[config.mk]
export PLATFORM = sky130hd
export DESIGN_NAME = jog_pulse_out
export DESIGN_NICKNAME = d
export VERILOG_FILES = /design/src/common/jog_pulse_pkg.sv /design/src/hdl/jog_pulse_out.sv
export SDC_FILE = /design/constraint.sdc
export NUM_CORES = 1
export LEC_CHECK = 0
export BUFFER_PORTS_ARGS = -buffer_cell sky130_fd_sc_hd__buf_4
export CAP_MARGIN = 20
export CORE_MARGIN = 2
export CORE_UTILIZATION = 51
export DETAILED_ROUTE_END_ITERATION = 7
export PLACE_DENSITY = 0.83
export SYNTH_ARGS = -nofsm -noshare
export SYNTH_HDL_FRONTEND = slang
export SYNTH_SLANG_ARGS = --single-unit
[constraint.sdc]
create_clock -name clk -period 9.4 [get_ports clk]
set_input_delay 2.35 -clock clk [delete_from_list [all_inputs] [get_ports clk]]
set_output_delay 2.35 -clock clk [all_outputs]
set_load 0.05 [all_outputs]
[src/common/jog_pulse_pkg.sv]
// Constants for the jog-driven pulse-train positioning output block.
// Assumes a 100 MHz system clock and Avalon-MM register access.
package jog_pulse_pkg;

    // ----------------------------------------
    // Clock and timing
    // ----------------------------------------
    localparam int CLK_PERIOD_NS = 10;
    localparam int PULSE_HALF_NS = 50;
    localparam int PULSE_HALF_CYC =
        (PULSE_HALF_NS + CLK_PERIOD_NS - 1) / CLK_PERIOD_NS;
    localparam logic [15:0] HALF_RST = 16'(PULSE_HALF_CYC);

    // ----------------------------------------
    // Register offsets (byte addresses)
    // ----------------------------------------
    localparam logic [3:0] OFS_CTRL = 4'h0;
    localparam logic [3:0] OFS_STATUS = 4'h4;
    localparam logic [3:0] OFS_POS_LOW = 4'h8;
    localparam logic [3:0] OFS_POS_HIGH = 4'hC;
    localparam logic [4:0] OFS_IRQ_STAT = 5'h10;
    localparam logic [4:0] OFS_IRQ_MASK = 5'h14;
    localparam logic [4:0] OFS_HALF = 5'h18;

    // ----------------------------------------
    // Control fields
    // ----------------------------------------
    localparam int CTRL_SEP_MODE_BIT = 0;
    localparam int CTRL_ADAPTER_BIT = 1;
    localparam int CTRL_DIR_INV_BIT = 2;
    localparam logic [2:0] CTRL_RST = 3'h0;

    // ----------------------------------------
    // Interrupt status fields
    // ----------------------------------------
    localparam int IRQ_ABEND_BIT = 0;
    localparam int IRQ_STOP_BIT = 1;
    localparam int IRQ_W = 2;

    typedef enum logic [1:0] {
        RUN_IDLE,
        RUN_FWD,
        RUN_REV
    } run_state_t;

endpackage

[src/hdl/jog_pulse_out.sv]
// Jog-driven pulse-train output with travel limits and position count.
// Assumes switch inputs already synchronous to clk; Avalon-MM slave.
//
// Contract
// - Both limit inputs are normally closed: low means limit reached.
// - Both jog inputs are normally open: high means switch closed.
// - Forward runs while forward jog, both limits high, reverse jog low.
// - Pulse-plus-direction forward: pulse toggles, direction held high, main and adapter.
// - Separate-pulse forward: forward line toggles, reverse line held low.
// - Position count rises while forward pulses are emitted.
// - Jog release stops pulses; direction keeps its level, pulse lines low.
// - After stopping, position count holds its last value.
// - Forward limit during forward run stops like jog release but also sets abnormal-end.
// - A stop by the limit of the run direction sets the abnormal-end flag; the opposite limit stops without it.
// - Output destination and rotation setting choose lines and levels.
// - Reverse run decrements count and holds direction low while pulsing.
// - Reverse limit during reverse run halts pulses and sets abnormal-end.
`timescale 1ns/1ns
module jog_pulse_out
    import jog_pulse_pkg::*;
(
    // System
    input wire logic clk,
    input wire logic rst_n,
    // Switches
    input wire logic fwd_travel_limit_in,
    input wire logic rev_travel_limit_in,
    input wire logic jog_forward_in,
    input wire logic jog_reverse_in,
    // Drive outputs
    output logic pulse_train_out,
    output logic direction_out,
    output logic adapter_pulse_out,
    output logic adapter_direction_out,
    output logic abnormal_end_flag,
    output logic irq,
    // Avalon-MM slave
    input wire logic [4:0] avs_address,
    input wire logic avs_read,
    input wire logic avs_write,
    input wire logic [31:0] avs_writedata,
    output logic [31:0] avs_readdata,
    output logic avs_waitrequest
);

    // ----------------------------------------
    // State
    // ----------------------------------------
    run_state_t state_reg, state_next;
    logic [15:0] half_cnt_reg, half_cnt_next;
    logic [15:0] half_reg, half_next;
    logic phase_reg, phase_next;
    logic signed [31:0] pos_reg, pos_next;
    logic [2:0] ctrl_reg, ctrl_next;
    logic abend_reg, abend_next;
    logic [IRQ_W-1:0] ist_reg, ist_next;
    logic [IRQ_W-1:0] imask_reg, imask_next;
    logic ack_reg, ack_next;
    logic [31:0] rdata_reg, rdata_next;
    logic pls_reg, pls_next;
    logic dir_reg, dir_next;
    logic apls_reg, apls_next;
    logic adir_reg, adir_next;
    logic irq_reg, irq_next;

    logic fwd_ok, rev_ok, fwd_go, rev_go, limit_hit, any_stop, step;
    logic sep_mode, to_adapter, dir_inv, line_a, line_b;
    logic acc, wr, rd;

    // ----------------------------------------
    // Run decisions
    // ----------------------------------------
    always_comb begin
        fwd_ok = fwd_travel_limit_in;
        rev_ok = rev_travel_limit_in;
        fwd_go = jog_forward_in && !jog_reverse_in && fwd_ok && rev_ok;
        rev_go = jog_reverse_in && !jog_forward_in && fwd_ok && rev_ok;
        sep_mode = ctrl_reg[CTRL_SEP_MODE_BIT];
        to_adapter = ctrl_reg[CTRL_ADAPTER_BIT];
        dir_inv = ctrl_reg[CTRL_DIR_INV_BIT];
        acc = (avs_read || avs_write) && !ack_reg;
        // Write lands at the edge that ends the transfer, one edge after the wait state ends
        wr = avs_write && ack_reg;
        rd = avs_read && !ack_reg;
    end

    // ----------------------------------------
    // Run state, pulse phase, position
    // ----------------------------------------
    always_comb begin
        state_next = state_reg;
        half_cnt_next = half_cnt_reg;
        phase_next = phase_reg;
        pos_next = pos_reg;
        limit_hit = 1'b0;
        any_stop = 1'b0;
        step = 1'b0;
        unique case (state_reg)
            RUN_IDLE: begin
                phase_next = 1'b0;
                half_cnt_next = 16'h0000;
                if (fwd_go) begin
                    state_next = RUN_FWD;
                end else if (rev_go) begin
                    state_next = RUN_REV;
                end
            end
            RUN_FWD, RUN_REV: begin
                if (state_reg == RUN_FWD) begin
                    limit_hit = !fwd_ok;
                    any_stop = !fwd_go;
                end else begin
                    limit_hit = !rev_ok;
                    any_stop = !rev_go;
                end
                if (any_stop) begin
                    state_next = RUN_IDLE;
                    phase_next = 1'b0;
                    half_cnt_next = 16'h0000;
                end else if (half_cnt_reg + 16'h0001 >= half_reg) begin
                    half_cnt_next = 16'h0000;
                    phase_next = !phase_reg;
                    step = phase_reg;
                end else begin
                    half_cnt_next = half_cnt_reg + 16'h0001;
                end
                if (step) begin
                    if (state_reg == RUN_FWD) begin
                        pos_next = pos_reg + 32'sd1;
                    end else begin
                        pos_next = pos_reg - 32'sd1;
                    end
                end
            end
            default: state_next = RUN_IDLE;
        endcase
    end

    // ----------------------------------------
    // Output line mapping
    // ----------------------------------------
    always_comb begin
        // Line A carries pulses or forward pulses; line B direction or reverse
        if (sep_mode) begin
            line_a = (state_next == RUN_FWD) && phase_next;
            line_b = (state_next == RUN_REV) && phase_next;
        end else begin
            line_a = (state_next != RUN_IDLE) && phase_next;
            if (state_next == RUN_FWD) begin
                line_b = !dir_inv;
            end else if (state_next == RUN_REV) begin
                line_b = dir_inv;
            end else begin
                line_b = dir_reg | adir_reg;
            end
        end
        pls_next = !to_adapter && line_a;
        dir_next = !to_adapter && line_b;
        apls_next = to_adapter && line_a;
        adir_next = to_adapter && line_b;
    end

    // ----------------------------------------
    // Registers, flag and interrupt
    // ----------------------------------------
    always_comb begin
        ctrl_next = ctrl_reg;
        half_next = half_reg;
        imask_next = imask_reg;
        abend_next = abend_reg;
        ist_next = ist_reg;
        ack_next = acc;
        rdata_next = 32'h0000_0000;
        if (wr) begin
            unique case (avs_address)
                {1'b0, OFS_CTRL}: begin
                    ctrl_next = avs_writedata[2:0];
                    abend_next = 1'b0;
                end
                OFS_IRQ_STAT: ist_next = ist_reg & ~avs_writedata[IRQ_W-1:0];
                OFS_IRQ_MASK: imask_next = avs_writedata[IRQ_W-1:0];
                OFS_HALF: begin
                    if (avs_writedata[15:0] != 16'h0000) begin
                        half_next = avs_writedata[15:0];
                    end
                end
                default: begin
                end
            endcase
        end
        // Hardware set wins over software clear
        if (any_stop && limit_hit) begin
            abend_next = 1'b1;
            ist_next[IRQ_ABEND_BIT] = 1'b1;
        end
        if (any_stop) begin
            ist_next[IRQ_STOP_BIT] = 1'b1;
        end
        if (rd) begin
            unique case (avs_address)
                {1'b0, OFS_CTRL}: rdata_next = {29'h0, ctrl_reg};
                {1'b0, OFS_STATUS}: rdata_next = {26'h0, jog_reverse_in, jog_forward_in,
                    rev_travel_limit_in, fwd_travel_limit_in, abend_reg,
                    state_reg != RUN_IDLE};
                {1'b0, OFS_POS_LOW}: rdata_next = {16'h0, pos_reg[15:0]};
                {1'b0, OFS_POS_HIGH}: rdata_next = {16'h0, pos_reg[31:16]};
                OFS_IRQ_STAT: rdata_next = {30'h0, ist_reg};
                OFS_IRQ_MASK: rdata_next = {30'h0, imask_reg};
                OFS_HALF: rdata_next = {16'h0, half_reg};
                default: rdata_next = 32'h0000_0000;
            endcase
        end
        irq_next = |(ist_next & imask_next);
    end

    always_ff @(posedge clk) begin
        if (!rst_n) begin
            state_reg <= RUN_IDLE;
            half_cnt_reg <= 16'h0000;
            half_reg <= HALF_RST;
            phase_reg <= 1'b0;
            pos_reg <= 32'sh0000_0000;
            ctrl_reg <= CTRL_RST;
            abend_reg <= 1'b0;
            ist_reg <= '0;
            imask_reg <= '0;
            ack_reg <= 1'b0;
            rdata_reg <= 32'h0000_0000;
            pls_reg <= 1'b0;
            dir_reg <= 1'b0;
            apls_reg <= 1'b0;
            adir_reg <= 1'b0;
            irq_reg <= 1'b0;
        end else begin
            state_reg <= state_next;
            half_cnt_reg <= half_cnt_next;
            half_reg <= half_next;
            phase_reg <= phase_next;
            pos_reg <= pos_next;
            ctrl_reg <= ctrl_next;
            abend_reg <= abend_next;
            ist_reg <= ist_next;
            imask_reg <= imask_next;
            ack_reg <= ack_next;
            rdata_reg <= rdata_next;
            pls_reg <= pls_next;
            dir_reg <= dir_next;
            apls_reg <= apls_next;
            adir_reg <= adir_next;
            irq_reg <= irq_next;
        end
    end

    always_comb begin
        pulse_train_out = pls_reg;
        direction_out = dir_reg;
        adapter_pulse_out = apls_reg;
        adapter_direction_out = adir_reg;
        abnormal_end_flag = abend_reg;
        irq = irq_reg;
        avs_readdata = rdata_reg;
        avs_waitrequest = !ack_reg;
    end
endmodule

==> impl_metrics.yaml <==
status:
  status: "complete, no violations"
clocking:
  cts-htree-levels: 3
  cts_tree: "done"
  cts_setup_buffers: 0
  clock_latency_ns: 0.36
  postCtsHoldBufs: 0
  clk_path_buf_depth: 2
  numClockSinks: 97
  cts_resized: 0
  cts.clk_slew.worst_paths_ns: 0.07
  cts_root_buf: "clkbuf_16"
  cts_buffers: 9
yosys:
  synth.cell_area_sq_um: 6250
  yosys-top-cells-area: "dfxtp_1 31%, ha_1 10%, nand2_1 5.2%"
  seq_area_frac_synth_pct: 31.1
  synth_top_area_share_pct: 31.1
  yosysMostFrequentCell: "dfxtp_1"
  synth-compound-area-share_pct: 22.2
  ys_types: 68
  synth_enable_flop_cells: 0
  yosysWarnings: 0
  synthMuxAreaShare_pct: 3.20
  synth-simple-area-share_pct: 21.2
  avgSynthCellArea_sq_um: 8.29
  ys_top_cells_by_count: "97 x dfxtp_1, 86 x nand2_1, 51 x ha_1, 44 x a21oi_1, 44 x o21ai_0"
  synth_xor_area_share_pct: 5.61
  synth_flop_cell: "dfxtp_1"
  synth_top_family_by_area: "compound AO/OA/AOI/OAI gates"
  yosys_register_bits: 97
  yosysTopAreaCell: "dfxtp_1"
  synthAdderAreaFrac_pct: 10.7
  syn_inst: 754
  async_flop_share_pct: 0
placement:
  dpl.hpwl_microns: 11300
  portBuffers: 51
  placed_area_sq_um: 6680
  place_congestion: 0.923
worst_setup_path:
  critPathBufInv: 1
  cpMostUsedCell: "and3_1"
  path_max_fanout: 23
  crit_family: "simple AND/OR/NAND/NOR gates"
  reg2reg_slack_ns: 4.54
  worstSetupPathType: "flop to flop"
  critPathSlowestCell: "and3_1"
  r2r_start: "half_cnt_reg[0]"
  required_ns: 9.65
  reg2reg_depth: 16
  arrival_ns: 5.11
  timing.rr.end: "pos_reg[31]"
  cp-start-kind: "flop"
  critPathMaxStageDelay_ns: 0.80
  critPathCaptureType: "flop"
  worstPathCellList: "and3_1, nand3_1, inv_1, nand3_1, or4_1, xnor2_1, ha_1, nand2_1, nor4_1, a21o_1, ha_1, and3_1, nand2_1, a2111oi_2, o31ai_1, and3_1"
timing:
  max_slew_margin_pct: 35.4
  fin_crit_sh_pct: 51.7
  grt_setup_unrepaired: "false"
  worst_slew_pin_slew_ns: 0.969
  setup_tns_ns: 0
  slew_violations: 0
  setup-violations-final: 0
  finalHoldViolations: 0
  holdWs_ns: 0.495
  skew_ns: 0.00874
  clock.fmax_mhz: 206
  period_needed_ns: 4.86
worst_hold_path:
  hold_end: "half_cnt_reg[14]"
  hold_depth: 1
  min_from: "half_cnt_reg[14]"
  min_path_type: "flop to flop"
drt:
  wl_microns: 15600
  dr_wl_met3_microns: 864
  wl_per_cell_microns: 16.5
  avgViaCountPerCell: 5.93
  route.detailed.drc: 0
  drtIter0Drc: 508
  vias: 5617
  wl_met2_microns: 7210
  dr.pass1.iters: 8
  final_antenna_net_count: 0
  met1Wirelength_microns: 7230
  dr.max_layer_used: "met4"
global_routing:
  grt_pass1_wl_microns: 25900
  grt_usage_pct: 24.5
  grt_antenna_before_repair: 0
  grt_overflow_total: 0
  grt_max_degree: 73
  grt_pass1_vias: 5285
power_and_ir_drop:
  power.density_nw_per_um2: 132
  p_leak_nw: 3.16
  total_power_w: 0.000921
  vdd_ir_drop_max_v: 0.0000604
floorplanning:
  die_area_sq_um: 13200
  die_x_microns: 115
  initial_utilization_pct: 52.2
  pin_count: 84
  coreArea_sq_um: 12000
  die_y_microns: 115
  rows: 40
job:
  maxCapViolCount: 0
cells_and_area:
  fin_area_sq_um: 7000
  antenna_cells: 0
  largest_reg_flops: 32
  syn_to_final_growth_pct: 12.0
  nNetsFinal: 892
  drive_above_1_share_pct: 10.3
==> placed cells by master (no fill, tap or decap), drive strengths merged, types with 15 or more instances in the layout <==
cell / instances
a21o: 23
a21oi: 44
and2: 20
buf: 56
conb: 16
dfxtp: 97
ha: 51
inv: 38
mux2i: 20
nand2: 87
nand3: 22
nor2: 41
nor2b: 22
o21ai: 46
xnor2: 25
xor2: 15
==> per-layer routing <==
| layer | up-vias | global-route usage, % |
|---|---|---|
| met4 | 0 | 8.35 |
| met3 | 33 | 4.13 |
| met5 | - | 0 |
| met2 | 159 | 39.8 |
| li1 | 2774 | - |
| met1 | 2651 | 33.2 |
==> final cells by class <==
type / count / area [sq um]
Timing Repair Buffer: 56 / 420
Clock buffer: 10 / 229
Fill cell: 1082 / 4960
Multi-Input combinational cell: 594 / 3990
Tap cell: 147 / 184
Sequential cell: 97 / 1940
Inverter: 37 / 139
Clock inverter: 6 / 90.1
==> how the worst max path moves through the flow <==
stage,from,to,slack (ns),cells past startpoint
3_3_place_gp,half_cnt_reg[0],pos_reg[31],4.74,18
5_1_grt,half_cnt_reg[0],pos_reg[31],4.16,18
4_1_cts,half_cnt_reg[0],pos_reg[31],4.54,16
6_report,half_cnt_reg[0],pos_reg[31],4.54,16
2_1_floorplan,avs_address[1],half_reg[0],5.22,7
3_5_place_dp,half_cnt_reg[0],pos_reg[31],4.64,18
==> through the flow <==
stage / setup slack [ns] / util, % / std cells
floorplan: 5.22 / - / 769
global placement: 4.74 / 55.8 / 930
detailed placement: 4.64 / 55.8 / 931
CTS: 4.54 / 58.5 / 947
global route: 4.16 / 58.5 / 947
finish: 4.54 / 58.5 / 947
==> kinds of logic after synthesis <==
| group | count (synthesis) |
|---|---|
| simple gates | 262 |
| fa+ha+maj | 53 |
| buf+inv | 78 |
| other cells | 1 |
| flops | 97 |
| xor+xnor | 40 |
| mux | 20 |
| compound gates | 203 |
==> power by group <==
| group | internal [W] | switching (W) |
|---|---|---|
| Clock | 0.000234 | 0.000162 |
| Sequential | 0.000413 | 0.00000265 |
| Combinational | 0.0000376 | 0.0000705 |
| Total | 0.000685 | 0.000235 |
No activity file was read; power rests on OpenSTA's default activity.
